==> config.mk <==
export PLATFORM = sky130hd
export DESIGN_NAME = wdm_top
export DESIGN_NICKNAME = d
export VERILOG_FILES = /design/src/hdl/wdm_pkg.sv /design/src/hdl/wdm_top.sv
export VERILOG_INCLUDE_DIRS = /design/src /design/src/hdl
export SDC_FILE = /design/constraint.sdc
export NUM_CORES = 1
export LEC_CHECK = 0
export BUFFER_PORTS_ARGS = -buffer_cell sky130_fd_sc_hd__buf_4
export CORE_ASPECT_RATIO = 1.4
export CORE_UTILIZATION = 54
export CTS_BUF_LIST = sky130_fd_sc_hd__clkbuf_16
export DETAILED_ROUTE_END_ITERATION = 8
export PLACE_DENSITY = 0.85
export RECOVER_POWER = 50
export SYNTH_ARGS = -nofsm -noshare
export SYNTH_HDL_FRONTEND = slang
export SYNTH_SLANG_ARGS = --single-unit
==> constraint.sdc <==
create_clock -name core_clk -period 7.9 [get_ports core_clk]
set_clock_uncertainty 0.15 [all_clocks]
set_input_delay 1.58 -clock core_clk [delete_from_list [all_inputs] [get_ports core_clk]]
set_output_delay 1.58 -clock core_clk [all_outputs]
set_load 0.03 [all_outputs]
==> src/hdl/wdm_map.svh <==
// Register offsets, field positions, reset values and timing counts of the watchdog control block.
`ifndef WDM_MAP_SVH
`define WDM_MAP_SVH

`define WDM_OFF_CTRL 8'h00
`define WDM_OFF_IRQ_STAT 8'h04
`define WDM_OFF_IRQ_MASK 8'h08
`define WDM_OFF_RST_STAT 8'h0C
`define WDM_OFF_RESTART 8'h10
`define WDM_OFF_MODE 8'h14

`define WDM_CTL_FLAG 7
`define WDM_CTL_IE 6
`define WDM_CTL_P3 5
`define WDM_CTL_CU 4
`define WDM_CTL_RE 3
`define WDM_CTL_PLO_MSB 2
`define WDM_EV_TIMEOUT 0
`define WDM_EV_RESET 1
`define WDM_RST_CAUSE 0

`define WDM_EV_W 2
`define WDM_CNT_W 21
`define WDM_BASE_CYCLES 2048
`define WDM_SEL_MAX 4'h9
`define WDM_UNLOCK_LAST 2'h3
`define WDM_RESET_ENABLE_INIT 1'b0

`endif

==> src/hdl/wdm_pkg.sv <==
// Types shared by the watchdog control block.
package wdm_pkg;
   typedef enum logic [1:0] {
      WDM_STOPPED,
      WDM_IRQ_MODE,
      WDM_RESET_MODE,
      WDM_IRQ_RESET_MODE
   } wdm_mode_t;
endpackage

==> src/hdl/wdm_top.sv <==
// Watchdog mode control with AHB-Lite register access.
//
// Notes on behaviour
// - Watchdog interrupt request needs both interrupt enable and global enable high.
// - Interrupt enable alone gives interrupt mode, flag on each time-out, no reset.
// - Both enables give interrupt-then-reset mode; first time-out sets the flag.
// - Taking the vector there clears interrupt enable and flag, leaving reset mode.
// - In that mode a second time-out with the flag still pending resets the system.
// - Clock monitoring forces reset mode and disables the interrupt mode.
// - With clock monitoring, reset mode needs fuse, reset enable or interrupt enable.
// - The unlock clears itself four clock cycles after it was written.
// - Reset enable reads and acts as one while the reset cause flag is set.
// - Period code 0 gives 2048 oscillator cycles, doubling up to code 9.
// - The force-on fuse holds reset mode, reset enable one, interrupt enable zero.
// - In reset mode an unrestarted time-out issues a system reset.
// - The time-out flag clears on vector execution or on a written one.
`timescale 1ns/100ps
`include "wdm_map.svh"

module wdm_top
   import wdm_pkg::*;
#(
   parameter int BASE_CYCLES = `WDM_BASE_CYCLES
) (
   input wire logic core_clk,
   input wire logic nrst,
   input wire logic hsel,
   input wire logic [31:0] haddr,
   input wire logic [1:0] htrans,
   input wire logic hwrite,
   input wire logic [2:0] hsize,
   input wire logic [31:0] hwdata,
   input wire logic hready,
   output logic hreadyout,
   output logic hresp,
   output logic [31:0] hrdata,
   input wire logic osc_clk,
   input wire logic clock_monitor_on,
   input wire logic force_on_fuse,
   input wire logic global_irq_enable,
   input wire logic vector_taken,
   output logic wdt_irq,
   output logic sys_reset,
   output logic irq
);

   ////////////////////////////////////////////////////////////////////////////////////////
   // Declarations.
   logic osc_meta_reg, osc_sync_reg, osc_last_reg;
   logic mon_meta_reg, mon_sync_reg, fuse_meta_reg, fuse_sync_reg;
   logic osc_edge;
   logic dphase_reg, dwrite_reg;
   logic [7:0] daddr_reg;
   logic hreadyout_reg, hresp_reg, wdt_irq_reg, sys_reset_reg, irq_reg;
   logic [31:0] hrdata_reg;
   logic bus_wr;
   logic timeout_flag_reg, irq_en_reg, reset_enable_reg, change_unlock_reg;
   logic [1:0] unlock_cnt_reg;
   logic [3:0] period_select_reg;
   logic cause_flag_reg;
   logic [`WDM_EV_W-1:0] irq_stat_reg, irq_mask_reg, events;
   logic [`WDM_CNT_W-1:0] count_reg, limit;
   logic [3:0] sel_eff;
   logic reset_enable_eff, irq_en_eff, running, timeout, restart;
   logic protected_ok, unlock_open, ctrl_wr;
   logic [7:0] ctrl_read;
   wdm_mode_t mode;

   ////////////////////////////////////////////////////////////////////////////////////////
   // Synchronisers for pins from outside the clock domain; the edge detector reads
   // the second and third stages so a metastable first stage never reaches logic.
   always_ff @(posedge core_clk) begin
      if (!nrst) begin
         osc_meta_reg <= 1'b0;
         osc_sync_reg <= 1'b0;
         osc_last_reg <= 1'b0;
         mon_meta_reg <= 1'b0;
         mon_sync_reg <= 1'b0;
         fuse_meta_reg <= 1'b0;
         fuse_sync_reg <= 1'b0;
      end else begin
         osc_meta_reg <= osc_clk;
         osc_sync_reg <= osc_meta_reg;
         osc_last_reg <= osc_sync_reg;
         mon_meta_reg <= clock_monitor_on;
         mon_sync_reg <= mon_meta_reg;
         fuse_meta_reg <= force_on_fuse;
         fuse_sync_reg <= fuse_meta_reg;
      end
   end

   assign osc_edge = osc_sync_reg && !osc_last_reg;

   ////////////////////////////////////////////////////////////////////////////////////////
   // Effective enables and mode selection.
   assign reset_enable_eff = reset_enable_reg || cause_flag_reg || fuse_sync_reg;
   assign irq_en_eff = irq_en_reg && !fuse_sync_reg && !mon_sync_reg;

   always_comb begin
      if (mon_sync_reg) begin
         if (fuse_sync_reg || reset_enable_eff || irq_en_reg) begin
            mode = WDM_RESET_MODE;
         end else begin
            mode = WDM_STOPPED;
         end
      end else if (fuse_sync_reg) begin
         mode = WDM_RESET_MODE;
      end else begin
         case ({reset_enable_eff, irq_en_reg})
            2'h1: mode = WDM_IRQ_MODE;
            2'h2: mode = WDM_RESET_MODE;
            2'h3: mode = WDM_IRQ_RESET_MODE;
            default: mode = WDM_STOPPED;
         endcase
      end
   end

   ////////////////////////////////////////////////////////////////////////////////////////
   // Time-out counter on oscillator edges; reserved codes act as the longest period.
   assign sel_eff = (period_select_reg > `WDM_SEL_MAX) ? `WDM_SEL_MAX : period_select_reg;
   assign limit = `WDM_CNT_W'(BASE_CYCLES) << sel_eff;
   assign running = (mode != WDM_STOPPED);
   assign timeout = running && osc_edge && (count_reg == limit - `WDM_CNT_W'(1));
   assign restart = bus_wr && (daddr_reg == `WDM_OFF_RESTART);

   // A stopped watchdog holds its count at zero so it restarts a full period.
   always_ff @(posedge core_clk) begin
      if (!nrst) begin
         count_reg <= '0;
      end else if (!running || restart || timeout) begin
         count_reg <= '0;
      end else if (osc_edge) begin
         count_reg <= count_reg + `WDM_CNT_W'(1);
      end
   end

   ////////////////////////////////////////////////////////////////////////////////////////
   // AHB-Lite slave: every transfer takes one wait state so read data come from a flop.
   assign bus_wr = dphase_reg && dwrite_reg;

   always_ff @(posedge core_clk) begin
      if (!nrst) begin
         dphase_reg <= 1'b0;
         dwrite_reg <= 1'b0;
         daddr_reg <= 8'h00;
         hreadyout_reg <= 1'b1;
         hresp_reg <= 1'b0;
      end else if (hsel && htrans[1] && hready) begin
         dphase_reg <= 1'b1;
         dwrite_reg <= hwrite;
         daddr_reg <= (haddr[31:8] == 24'h000000) ? haddr[7:0] : 8'hFF;
         hreadyout_reg <= 1'b0;
      end else begin
         dphase_reg <= 1'b0;
         hreadyout_reg <= 1'b1;
      end
   end

   assign ctrl_read = {timeout_flag_reg, irq_en_eff, period_select_reg[3], change_unlock_reg,
                       reset_enable_eff, period_select_reg[2:0]};

   // Read data; unmapped offsets read as zero.
   always_ff @(posedge core_clk) begin
      if (!nrst) begin
         hrdata_reg <= 32'h00000000;
      end else if (dphase_reg && !dwrite_reg) begin
         case (daddr_reg)
            `WDM_OFF_CTRL: hrdata_reg <= {24'h000000, ctrl_read};
            `WDM_OFF_IRQ_STAT: hrdata_reg <= {30'h00000000, irq_stat_reg};
            `WDM_OFF_IRQ_MASK: hrdata_reg <= {30'h00000000, irq_mask_reg};
            `WDM_OFF_RST_STAT: hrdata_reg <= {31'h00000000, cause_flag_reg};
            `WDM_OFF_MODE: hrdata_reg <= {30'h00000000, mode};
            default: hrdata_reg <= 32'h00000000;
         endcase
      end
   end

   ////////////////////////////////////////////////////////////////////////////////////////
   // Control register and timed unlock. Clearing the reset enable and changing the
   // period are honoured only while the unlock is open and the write leaves it clear.
   assign ctrl_wr = bus_wr && (daddr_reg == `WDM_OFF_CTRL);
   assign protected_ok = ctrl_wr && change_unlock_reg && !hwdata[`WDM_CTL_CU];
   assign unlock_open = ctrl_wr && hwdata[`WDM_CTL_CU] && hwdata[`WDM_CTL_RE];

   // The unlock cannot be re-armed while open, so its window is always four cycles.
   always_ff @(posedge core_clk) begin
      if (!nrst) begin
         change_unlock_reg <= 1'b0;
         unlock_cnt_reg <= 2'h0;
      end else if (change_unlock_reg) begin
         unlock_cnt_reg <= unlock_cnt_reg - 2'h1;
         if (unlock_cnt_reg == 2'h0) begin
            change_unlock_reg <= 1'b0;
         end
      end else if (unlock_open) begin
         change_unlock_reg <= 1'b1;
         unlock_cnt_reg <= `WDM_UNLOCK_LAST;
      end
   end

   always_ff @(posedge core_clk) begin
      if (!nrst) begin
         reset_enable_reg <= `WDM_RESET_ENABLE_INIT;
         period_select_reg <= 4'h0;
      end else if (ctrl_wr) begin
         // A pending reset cause blocks clearing the stored enable, so it keeps its value once the cause clears.
         if (hwdata[`WDM_CTL_RE]) begin
            reset_enable_reg <= 1'b1;
         end else if (protected_ok && !cause_flag_reg) begin
            reset_enable_reg <= 1'b0;
         end
         if (protected_ok) begin
            period_select_reg <= {hwdata[`WDM_CTL_P3], hwdata[`WDM_CTL_PLO_MSB:0]};
         end
      end
   end

   // The hardware clear on vector entry wins over a write in the same cycle.
   always_ff @(posedge core_clk) begin
      if (!nrst) begin
         irq_en_reg <= 1'b0;
      end else if (vector_taken && mode == WDM_IRQ_RESET_MODE) begin
         irq_en_reg <= 1'b0;
      end else if (ctrl_wr) begin
         irq_en_reg <= hwdata[`WDM_CTL_IE];
      end
   end

   ////////////////////////////////////////////////////////////////////////////////////////
   // Time-out flag and system reset; a new time-out wins over any clear.
   always_ff @(posedge core_clk) begin
      if (!nrst) begin
         timeout_flag_reg <= 1'b0;
         sys_reset_reg <= 1'b0;
      end else begin
         sys_reset_reg <= 1'b0;
         if (timeout && (mode == WDM_RESET_MODE ||
             (mode == WDM_IRQ_RESET_MODE && timeout_flag_reg))) begin
            sys_reset_reg <= 1'b1;
         end else if (timeout && mode != WDM_STOPPED) begin
            timeout_flag_reg <= 1'b1;
         end else if (vector_taken || (ctrl_wr && hwdata[`WDM_CTL_FLAG])) begin
            timeout_flag_reg <= 1'b0;
         end
      end
   end

   // Reset cause flag: set by a watchdog reset, cleared by writing zero to it.
   always_ff @(posedge core_clk) begin
      if (!nrst) begin
         cause_flag_reg <= 1'b0;
      end else if (sys_reset_reg) begin
         cause_flag_reg <= 1'b1;
      end else if (bus_wr && daddr_reg == `WDM_OFF_RST_STAT && !hwdata[`WDM_RST_CAUSE]) begin
         cause_flag_reg <= 1'b0;
      end
   end

   // Request to the processor only while flag, enable and global enable are all set.
   always_ff @(posedge core_clk) begin
      if (!nrst) begin
         wdt_irq_reg <= 1'b0;
      end else begin
         wdt_irq_reg <= timeout_flag_reg && irq_en_eff && global_irq_enable;
      end
   end

   ////////////////////////////////////////////////////////////////////////////////////////
   // Bus interrupt: sticky events, write one to clear, mask gates the output.
   assign events[`WDM_EV_TIMEOUT] = timeout && running;
   assign events[`WDM_EV_RESET] = sys_reset_reg;

   for (genvar i = 0; i < `WDM_EV_W; i++) begin : g_ev
      always_ff @(posedge core_clk) begin
         if (!nrst) begin
            irq_stat_reg[i] <= 1'b0;
         end else if (events[i]) begin
            irq_stat_reg[i] <= 1'b1;
         end else if (bus_wr && daddr_reg == `WDM_OFF_IRQ_STAT && hwdata[i]) begin
            irq_stat_reg[i] <= 1'b0;
         end
      end
   end

   always_ff @(posedge core_clk) begin
      if (!nrst) begin
         irq_mask_reg <= '0;
         irq_reg <= 1'b0;
      end else begin
         if (bus_wr && daddr_reg == `WDM_OFF_IRQ_MASK) begin
            irq_mask_reg <= hwdata[`WDM_EV_W-1:0];
         end
         irq_reg <= |(irq_stat_reg & irq_mask_reg);
      end
   end

   assign hreadyout = hreadyout_reg;
   assign hresp = hresp_reg;
   assign hrdata = hrdata_reg;
   assign wdt_irq = wdt_irq_reg;
   assign sys_reset = sys_reset_reg;
   assign irq = irq_reg;
endmodule // wdm_top

# Word level (Yosys, flattened, before mapping)
# Index checks and enable logic that the tools add are counted.
# word_totals
word_cells	131
register_bits	89
# op_classes
shift	1
magnitude_cmp	1
n_reduce_logical	61
add_sub_neg	3
n_eq_ne	11
bitwise	3
mux	25
# ops
cell	n
$pmux 8 s5	1
$logic_and 1x1->1	29
$logic_not 24->1	1
$add 21x1->21 const B	1
$eq 21x21->1	1
$shl 12x4->21 const A	1
$sub 21x1->21 const B	1
$eq 8x4->1 const B	2
$eq 8x5->1 const B	2
$mux 1	16
$reduce_bool 2->1	7
$mux 2	5
$eq 2x2->1 const B	4
$eq 8x3->1 const B	1
$logic_not 1->1	8
$logic_not 8->1	1
$logic_or 1x1->1	8
$mux 8	1
$pmux 2 s3	1
$reduce_and 2->1	3
$reduce_or 2->1	3
$gt 4x4->1 const B	1
$mux 4	1
$and 2x2->2	1
other kinds (4)	5

# Logic depth before layout (Yosys ltp)
# Gate-level depths: netlist (run 1).
# logic_depth
ltp_word	12
depth_mapped	11
mapped_depth_nobuf	9

# Least setup slack after synthesis (run 1)
# OpenSTA, ideal clock, no wires.
# synth_path
path_type	input to register
start	input nrst
end	register count_reg[13]
required_time_ns	7.672
stages	5
setup_time_ns	0.078
slack_ns	5.173
n_path_buf	3
t_arrival_ns	2.500
cell_sequence	clkbuf_1 > o311ai_0 > buf_2 > buf_2 > nor3_1
# synth_between
elab_chain_cells	2
# synth_rtl
element	line_no	source
start: declaration	wdm_top.sv:26	input wire logic nrst,
$not 1->1 (no source line)	--	
$reduce_or 2->1 (no source line)	--	
end signal: assignment	wdm_top.sv:133	count_reg <= count_reg + `WDM_CNT_W'(1);
end: declaration	wdm_top.sv:62	logic [`WDM_CNT_W-1:0] count_reg, limit;
# No other way between the ends.
# A chain may end at the register's enable or synchronous reset.

# Worst setup path in the final report (run 1)
# layout_path
start	input nrst
end	register count_reg[14]
# Same word-level chain as after synthesis.

==> run metrics, run 1 <==
number of warnings printed during yosys synthesis=0; number of global-route vias before repair=2,856; number of gates given a new drive strength after cts=0; power share of the sequential group=0.411; number of logic stages on the critical path including buffering=6; unrepaired setup endpoints after global routing=false; Lkg Pwr=1.583 nW; final clock period utilization by the worst path=0.4051; final-stage net count=around 530; die width=68.11 um; Die Outline Area=about 6400 um2; number of enable-type register cells in the synthesized netlist=0; hold path depth=1; count of standard-cell rows=33; Worst R2R End=count_reg[0]; worst-path cell with the longest stage delay=sky130_fd_sc_hd__clkbuf_1; final routed wirelength across all metal layers=slightly below 8000 um; end point of the most critical hold path=osc_sync_reg; reported net switching power=0.1873 mW; violation count after the first detailed-routing iteration=221; total global routing track utilization=0.2662; routed length per placed instance=roughly 15 um; arrival time worst endpoint=roughly 3300 ps; die height=around 95 um; final global-route overflow total=0; cell type with the highest occurrence count on the critical path=sky130_fd_sc_hd__clkbuf_1; combinational power share=0.068; power density normalized to cell area=between 200 and 250 nW/um2; cell with the most instances after synthesis=sky130_fd_sc_hd__dfxtp_1; CTS tree=done; min-delay worst type=flip-flop to flip-flop; number of antenna cells inserted=0; Unique masters post-synth=55; Worst R2R Path Depth=8; highest achievable clock rate=312.5 MHz; share of cells above drive strength 1=0.1864; top cells by area, synth=sky130_fd_sc_hd__dfxtp_1 (39%), sky130_fd_sc_hd__buf_4 (5.7%), sky130_fd_sc_hd__nor2_1 (5.1%), sky130_fd_sc_hd__nor3_1 (3.3%), sky130_fd_sc_hd__o21ai_0 (3.3%); CP endpoint kind=flip-flop; number of design rule violations left after detail routing=0; Crit path max-delay family=buffers and inverters; status=completed; Int Power=roughly 0.63 mW; Async SR Flop Fraction=0; worst-margin pin slew=934.9 ps; critical path required time=about 8000 ps; number of buffers and inverters on the critical path=3; dominant synthesized flop cell=sky130_fd_sc_hd__dfxtp_1; top cell types by occurrence after synthesis=sky130_fd_sc_hd__dfxtp_1 (65), sky130_fd_sc_hd__nor2_1 (45), sky130_fd_sc_hd__nand2_1 (27), sky130_fd_sc_hd__buf_4 (25); net switching share of the total power=0.2284; r2r startpoint=period_select_reg[1]; Final ANT Viol Nets=0; post-synthesis instance area=3304 um2; total negative slack for setup checks=0 ps; GP Congestion=0.9421; pre-CTS setup slack=4750 ps; Std-Cell Core Area=5863 um2; number of max-capacitance violations reported=0; Critical Path Source Type=input pin; Hold Buf Count CTS=0; type of the setup path with the least slack=input pin to flip-flop; clock edge transition at the registers on the reported setup and hold paths=about 60 ps; total of buffers placed on input and output ports=62; clock insertion delay at the later pin of the skew report=330 ps; via density per instance=around 5.7; dominant cell type by area after synthesis=sky130_fd_sc_hd__dfxtp_1; first-pass detailed-route iteration total=4; CP Cell Sequence=clkbuf_1 -> o311ai_0 -> clkbuf_1 -> inv_1 -> o21ai_0 -> o211ai_1; placed wire-length estimate after detailed placement=between 5000 and 6000 um; worst rel slew slack=0.3768; total clock sinks=65; post-CTS repair timing setup buffer count=0; Ports=between 100 and 150; final critical delay including setup and external delays=3200 ps; maximum resistive drop on vdd=0.0001691 V; count of final max-slew check failures=0; maximum number of pins on one net before global-route repair=22; max reg flops=21; delay of the slowest critical-path stage=470 ps; # setup viols final=0; Hold Fails Final Rpt=0; area share of the largest cell type after synthesis=0.3938; relative contribution of the clock network to total power=0.521; worst path setup slack after routing=4700 ps; hold_sp=osc_meta_reg; Via Count=just under 3k; H-tree Lvls=3; largest driver fanout on the critical path=21; root cell of the clock tree=sky130_fd_sc_hd__clkbuf_16; flip-flop and latch count after synthesis=65; first-pass GRT wire length=~13,000 um; Mean Syn Cell Area=8.303 um2; count of mapped cells out of synthesis=398; part of the Yosys area used for sequential elements=0.3938; Max Root-Sink Buffers=2; reg-to-reg setup timing slack=approximately 4700 ps; Initial Utilization=0.5636; layout overhead on the synthesized area=20.79%; final core occ=0.6808; antenna violations before repair=0; clock buffers created by TritonCTS=9
area by class of cell:
type | count | area (um2)
Clock buffer | 9 | 225.2
Clock inverter | 7 | 100.1
Fill cell | 485 | 1872
Inverter | 12 | 45.04
Multi-Input combinational cell | 300 | 1774
Sequential cell | 65 | 1301
Tap cell | 70 | 87.58
Timing Repair Buffer | 63 | 457.9
power by group through the flow:
stage                     clock network [mW]  logic, mW  registers (mW)
final                                  0.427     0.0559           0.337
after global routing                   0.448     0.0605           0.337
after CTS                              0.433     0.0567           0.336
after detailed placement                   0     0.0562           0.344
after global placement                     0     0.0551           0.343
after floorplan                            0     0.0415           0.343
cell usage in the layout, fill, tap and decap left out, drive strengths merged, types with 2 or more instances in the layout:
| cell | n |
|---|---|
| nor3 | 24 |
| clkbuf | 13 |
| nand3 | 16 |
| and4 | 3 |
| o21ai | 22 |
| nand3b | 7 |
| mux2i | 10 |
| nand2b | 3 |
| a211oi | 3 |
| a21o | 2 |
| dfxtp | 65 |
| nor2 | 45 |
| a21oi | 12 |
| xor2 | 12 |
| nand4 | 10 |
| conb | 25 |
| or3 | 2 |
| o311ai | 3 |
| bufinv | 2 |
| or4 | 2 |
| xnor2 | 10 |
| inv | 14 |
| buf | 59 |
| ha | 3 |
| a22oi | 7 |
| nor2b | 6 |
| nand2 | 27 |
| nor4b | 2 |
| clkinv | 3 |
| nor4 | 10 |
| and3 | 3 |
| or2 | 2 |
| and2 | 12 |
| o211ai | 3 |
per-layer routing:
metal / global-route usage / part of all wire / vias up
li1: - / - / 1457
met2: 0.4951 / 0.56 / 119
met5: 0 / 0 / -
met3: 0.05797 / 0.048 / 18
met4: 0.1198 / 0.028 / 0
met1: 0.2710 / 0.37 / 1387
cells by family after synthesis:
logic type,after synthesis,synth area share
AO/OA/AOI/OAI,63,0.1238
XOR/XNOR,22,0.05831
adder cells (fa/ha/maj),3,0.01136
buffers and inverters,57,0.09655
flip-flops,65,0.3938
multiplexers,10,0.03029
other,1,0.001135
AND/OR/NAND/NOR,177,0.2847
worst register-to-register path, delay by kind of cell, from the launching register on:
family / cells / cell delay [ps]
AOI/OAI and AO/OA: 1 / 210
xor gates and xnor gates: 1 / 180
adders and majority gates: 1 / 340
DFF: 1 / 470
and+or+nand+nor: 5 / 1680
stage by stage:
step | instance area [um2] | power (mW) | hold slack [ps] | instances
finish | 3991 | 0.8199 | 284.9 | 526
floorplan | 3395 | 0.3840 | 261.9 | 422
global route | 3991 | 0.8451 | 326.0 | 526
CTS | 4014 | 0.8266 | 287.3 | 526
detailed placement | 3689 | 0.3998 | 271.3 | 510
global placement | 3689 | 0.3983 | 263.2 | 510
worst max path at each step:
| stage | startpoint | end |
|---|---|---|
| after floorplan | nrst | count_reg[13] |
| after global placement | period_select_reg[0] | irq_stat_reg[0] |
| after detailed placement | period_select_reg[0] | count_reg[0] |
| after CTS | period_select_reg[0] | count_reg[0] |
| after global routing | period_select_reg[0] | count_reg[15] |
| final | nrst | count_reg[14] |
(Power assumes the default switching activity.)
==> run 2, diff against run 1 <==
Settings changed: CORE_UTILIZATION 54 to 45, PLACE_DENSITY 0.85 to 0.75.
Clock period 7.9 ns to 2.6 ns, I/O delays scaled along.
==> run 2 against run 1 <==
The flow now finishes with violations (negative setup slack). Final area is 2.8% higher. Via count increased by 2.8%. Die area up 19%. Cell count up 7.0%. Critical path depth is 2 higher. Non-clock buffer count up 12. Register-to-register slack worse by 4700 ps. Global-route usage decreased by 4.7 points. Power rose to 2.8 times the previous value. Combinational power rose to 3.0 times the previous value. Largest power group unchanged.
==> run metrics, run 2 (synthesis results as in run 1) <==
delay of the slowest critical-path stage=550 ps (+80 ps); die height=103.4 um (+9.3%); type of the setup path with the least slack=flip-flop to flip-flop; Hold Fails Final Rpt=0 (unchanged); maximum number of pins on one net before global-route repair=22 (unchanged); r2r startpoint=period_select_reg[2]; die width=74.43 um (+9.3%); number of global-route vias before repair=2,929 (+2.6%); count of final max-slew check failures=0 (unchanged); CTS tree=done; clock edge transition at the registers on the reported setup and hold paths=50 ps (about the same); worst-margin pin slew=659.1 ps (-275.7 ps); power density normalized to cell area=569.1 nW/um2 (+180%); number of design rule violations left after detail routing=0 (unchanged); total negative slack for setup checks=-96.40 ps (-96.40 ps); Hold Buf Count CTS=0 (unchanged); violation count after the first detailed-routing iteration=225 (+1.8%); routed length per placed instance=14.06 um (-5.0%); final routed wirelength across all metal layers=7916 um (+1.6%); final-stage net count=545 (+2.3%); max reg flops=21 (unchanged); met3 Track Usage GR=0.05523 (-0.002738); most common cell after layout, fill and taps aside=sky130_fd_sc_hd__dfxtp_1; total of buffers placed on input and output ports=62 (unchanged); Ports=116 (unchanged); final critical delay including setup and external delays=~2600 ps; H-tree Lvls=3 (unchanged); number of antenna cells inserted=0 (unchanged); layout overhead on the synthesized area=24.16%; clock buffers created by TritonCTS=9 (unchanged); via density per instance=5.440 (-4.0%); first-pass detailed-route iteration total=7 (+3); most used cells in the layout excluding fill and tap cells=sky130_fd_sc_hd__dfxtp_1 (64), sky130_fd_sc_hd__buf_4 (61), sky130_fd_sc_hd__nor2_1 (45), sky130_fd_sc_hd__nand2_1 (26), sky130_fd_sc_hd__conb_1 (25); busiest grt layer=met2; final global-route overflow total=0 (unchanged); largest driver fanout on the critical path=3 (-86%); Die Outline Area=7695 um2 (+19%); layout filler cell count=651 (+34%); Final ANT Viol Nets=0 (unchanged); Fin Hold WS=248.1 ps (-36.77 ps); Via Count=3,063 (+2.8%); maximum resistive drop on vdd=0.0003617 V (+110%); share of cells above drive strength 1=0.2009 (+0.01445); Std-Cell Core Area=7027 um2 (+20%); status=complete, but fails checks; Critical Path Source Type=flip-flop; Max Root-Sink Buffers=2 (unchanged); hold_sp=osc_clk; violated checks=negative setup slack; total clock sinks=65 (unchanged); antenna violations before repair=0 (unchanged); worst rel slew slack=0.5606 (+0.1838); final clock period utilization by the worst path=1.009; crit path launch=period_select_reg[2]; first-pass GRT wire length=12,900 um (+0.87%); root cell of the clock tree=sky130_fd_sc_hd__clkbuf_16; placed wire-length estimate after detailed placement=5722 um (+4.2%); CP endpoint kind=flip-flop; total global routing track utilization=0.2197 (-0.04652); clock insertion delay at the later pin of the skew report=320 ps (about the same); arrival time worst endpoint=2720 ps (-580 ps); met2 global-route usage=0.3798 (-0.1153); number of max-capacitance violations reported=0 (unchanged); count of standard-cell rows=36 (+9.1%); routing usage on met1=0.2388 (-0.03214); highest achievable clock rate=roughly 380 MHz; critical path required time=2700 ps (-5300 ps); Initial Utilization=0.4703 (-0.09333); unrepaired setup endpoints after global routing=true; CP Cell Sequence=or4_4 -> ha_4 -> xor2_2 -> o311ai_1 -> nor4_1 -> nand4_1 -> or3_4 -> nor3_2; min-delay worst type=input pin to flip-flop; # setup viols final=8 (+8); Lkg Pwr=1.606 nW (+1.4%); worst-path cell with the longest stage delay=sky130_fd_sc_hd__or4_4; worst path setup slack after routing=-22.63 ps (-4723 ps); GP Congestion=0.8154 (-13%)
[run 2: changes by cell type in the layout (fill, tap and decap cells not counted), moves of 2 or more]
cell	change
sky130_fd_sc_hd__inv_6	-2
sky130_fd_sc_hd__o311ai_0	-2
sky130_fd_sc_hd__and2_1	+4
sky130_fd_sc_hd__inv_1	+2
sky130_fd_sc_hd__clkbuf_1	+9
sky130_fd_sc_hd__and2_0	-4
sky130_fd_sc_hd__buf_4	+2
[run 2: metal layers]
metal	routed length [um]	part of all wire
met1	3034	0.38
met2	4055	0.51
met3	517	0.065
met4	308	0.039
met5	0	0
[run 2: final timing paths]
path | end | slack [ps] | cells after the start
worst min-delay path | osc_meta_reg | 250 | 2
worst max register to register | sys_reset | -20 | 8
worst max-delay path | sys_reset | -20 | 8
worst min register to register | osc_sync_reg | 280 | 1
[run 2: cell type report]
type	count	area, um2	share of cell area
Tap cell	95	118.9	0.02897
Inverter	12	45.04	0.01098
Clock inverter	7	63.81	0.01555
Clock buffer	9	225.2	0.05489
Timing Repair Buffer	75	526.8	0.1284
Multi-Input combinational cell	300	1821	0.4437
Sequential cell	65	1303	0.3175
[run 2: power breakdown]
group          internal, mW  leakage, nW  switching (mW)  total (mW)
clock network         0.731        0.148           0.410        1.14
registers              1.01        0.527          0.0119        1.02
logic                0.0653        0.932           0.105       0.170
total                  1.81         1.61           0.527        2.33
[run 2: worst max-delay path, delay by kind of cell, from the launching register on]
family                     cells  cell delay, ps
and+or+nand+nor                5            1530
AOI/OAI and AO/OA              1             110
adders and majority gates      1             300
xor gates and xnor gates       1             160
DFF                            1             310
[run 2: repair_timing]
item,4_1_cts,5_1_grt
buffers inserted,1,0
pin swaps,7,3
setup endpoints to repair,1,21
resized for setup,4,5
[run 2: per-stage QoR]
stage / utilization / std cells / power [mW] / cell area (um2) / setup slack (ps)
6_report: 0.5839 / 563 / 2.335 / 4103 / -22.63
5_1_grt: 0.5839 / 563 / 2.419 / 4103 / -169.2
4_1_cts: 0.5883 / 563 / 2.353 / 4134 / -36.29
3_5_place_dp: 0.5429 / 546 / 1.215 / 3815 / -34.71
3_3_place_gp: 0.5429 / 546 / 1.211 / 3815 / 10.18
2_1_floorplan: - / 422 / 1.167 / 3395 / 37.64
==> run 3, diff against run 2 <==
Clock period 2.6 ns to 2.1 ns, I/O delays scaled along.
==> run 3 against run 2 <==
The flow still finishes with violations (negative setup slack). Hold slack got worse by 93 ps. Non-clock buffer count rose by 13. Die area is the same. Power grew 18%. First-iteration DRC count fell by 38%. Sequential power rose by 25%. Clock power up 11%. Via count up 0.29%. Cell count rose by 2.1%. Setup slack lost 440 ps. Fmax increased by 2.2%. Critical path depth stayed put. Largest power group is now sequential cells. Highest routed layer unchanged.
==> run metrics, run 3 (synthesis results as in run 1) <==
most used cells in the layout excluding fill and tap cells=sky130_fd_sc_hd__buf_4 (72), sky130_fd_sc_hd__dfxtp_1 (64), sky130_fd_sc_hd__nor2_1 (45), sky130_fd_sc_hd__nand2_1 (27), sky130_fd_sc_hd__conb_1 (25); max reg flops=21 (unchanged); first-pass GRT wire length=13,250 um (+2.7%); unrepaired setup endpoints after global routing=true; Hold Buf Count CTS=0 (unchanged); Critical Path Source Type=flip-flop; arrival time worst endpoint=2670 ps (-50 ps); Hold Fails Final Rpt=0 (unchanged); crit path launch=period_select_reg[1]; total area of multi-input combinational cells=1882 um2 (+3.4%); non-filler cells, final=575 (+2.1%); final clock period utilization by the worst path=1.222 (+0.2131); total clock sinks=65 (unchanged); worst setup path endpoint=sys_reset; highest achievable clock rate=389.7 MHz (+2.2%); min-delay worst type=input pin to flip-flop; maximum resistive drop on vdd=0.0004509 V (+25%); count of final max-slew check failures=0 (unchanged); Worst R2R End=sys_reset; register area=1303 um2 (unchanged); H-tree Lvls=3 (unchanged); number of design rule violations left after detail routing=0 (unchanged); Max Root-Sink Buffers=2 (unchanged); final core occ=0.6013 (+0.01745); final global-route overflow total=0 (unchanged); total of buffers placed on input and output ports=62 (unchanged); violated checks=negative setup slack; Cells after DPL=558 (+2.2%); worst-margin pin slew=736.1 ps (+76.93 ps); maximum number of pins on one net before global-route repair=20 (-9.1%); via density per instance=5.343 (-1.8%); number of global-route vias before repair=3,022 (+3.2%); critical path required time=2200 ps (-500 ps); final critical delay including setup and external delays=2566 ps (-56.85 ps); Final ANT Viol Nets=0 (unchanged); r2r startpoint=period_select_reg[1]; Via Count=3,072 (+0.29%); power density normalized to cell area=652.7 nW/um2 (+15%); post-detailed-placement cell area=3919 um2 (+2.7%); # setup viols final=21 (+13); layout filler cell count=657 (+0.92%); total negative slack for setup checks=-8179 ps (-8082 ps); GP Congestion=0.8670 (+6.3%); Die Outline Area=7695 um2 (unchanged); most common cell after layout, fill and taps aside=sky130_fd_sc_hd__buf_4; reg-to-reg setup timing slack=-470 ps (-440 ps); violation count after the first detailed-routing iteration=140 (-38%); share of cells above drive strength 1=0.2375 (+0.03665); total global routing track utilization=0.2269 (+0.007201); number of antenna cells inserted=0 (unchanged); Fin Hold WS=155.0 ps (-93.09 ps); layout overhead on the synthesized area=27.87%; root cell of the clock tree=sky130_fd_sc_hd__clkbuf_16; clock buffers created by TritonCTS=9 (unchanged); clock insertion delay at the later pin of the skew report=330 ps (about the same); Std-Cell Core Area=7027 um2 (unchanged); CTS tree=done; pre-CTS setup slack=-518.3 ps (-483.6 ps); largest driver fanout on the critical path=3 (unchanged); first-pass detailed-route iteration total=5 (-2); final total power=2.758 mW (+18%); Worst R2R Path Depth=8 (unchanged); die width=74.43 um (unchanged); worst path setup slack after routing=-465.8 ps (-443.2 ps); Lkg Pwr=1.653 nW (+2.9%); Initial Utilization=0.4703 (unchanged); count of standard-cell rows=36 (unchanged); worst rel slew slack=0.5093 (-0.05129); final routed wirelength across all metal layers=8198 um (+3.6%); antenna violations before repair=0 (unchanged); routed length per placed instance=14.26 um (+1.4%); final-stage net count=558 (+2.4%); number of max-capacitance violations reported=0 (unchanged); finished layout cell area=4225 um2 (+3.0%); placed wire-length estimate after detailed placement=5811 um (+1.5%); status=complete, but fails checks; clock edge transition at the registers on the reported setup and hold paths=50 ps (about the same); die height=103.4 um (unchanged); CP endpoint kind=flip-flop; type of the setup path with the least slack=flip-flop to flip-flop; Ports=116 (unchanged)
run 3: cell types whose count changed in the layout (fill, tap and decap cells not counted), moves of 3 or more:
cell	before	now
sky130_fd_sc_hd__nor3_2	1	8
sky130_fd_sc_hd__nor3_1	22	15
sky130_fd_sc_hd__buf_4	61	72
sky130_fd_sc_hd__buf_6	0	3
run 3: cell type report:
type / instances / share of cell area
well taps: 95 / 0.02813
repair buffers: 88 / 0.1475
flip-flops and latches: 65 / 0.3083
clock buffers: 9 / 0.05330
multi-input cells: 300 / 0.4454
clock inverters: 6 / 0.006811
inverters: 12 / 0.01066
run 3: power breakdown:
group          switching, mW  internal (mW)
Clock                  0.502          0.772
Combinational          0.135         0.0843
Sequential            0.0128           1.25
Total                  0.649           2.11
run 3: repair_timing:
| item | 4_1_cts | 5_1_grt |
|---|---|---|
| buffers inserted | 5 | 1 |
| gates resized for setup | 17 | 5 |
| gates cloned | 1 | 0 |
| endpoints found under the hold margin | 0 | 0 |
| setup endpoints to repair | 21 | 21 |
| pin swaps | 1 | 2 |
run 3: worst max-delay path, stage by stage, from the launching register on:
cell and delay, ps:
sky130_fd_sc_hd__dfxtp_2 310, sky130_fd_sc_hd__or4_4 550, sky130_fd_sc_hd__ha_4 190, sky130_fd_sc_hd__xnor2_2 130, sky130_fd_sc_hd__xnor2_1 170, sky130_fd_sc_hd__nor4_2 290
sky130_fd_sc_hd__nand4_1 190, sky130_fd_sc_hd__or3_1 360, sky130_fd_sc_hd__nor3_2 150
run 3: worst min path at each step:
stage,startpoint,cells after the start,endpoint,slack [ps]
floorplan,fuse_meta_reg,1,fuse_sync_reg,260
global placement,osc_meta_reg,1,osc_sync_reg,270
detailed placement,osc_meta_reg,1,osc_sync_reg,270
CTS,osc_clk,2,osc_meta_reg,150
global route,osc_clk,2,osc_meta_reg,150
finish,osc_clk,2,osc_meta_reg,160
run 3: routing by layer:
layer | up-vias | routed length, um | global-route usage | part of all wire
met5 | - | 0 | 0 | 0
met2 | 95 | 4403 | 0.4144 | 0.54
li1 | 1505 | - | - | -
met4 | 0 | 298 | 0.1335 | 0.036
met3 | 25 | 382 | 0.04748 | 0.047
met1 | 1447 | 3114 | 0.2338 | 0.38
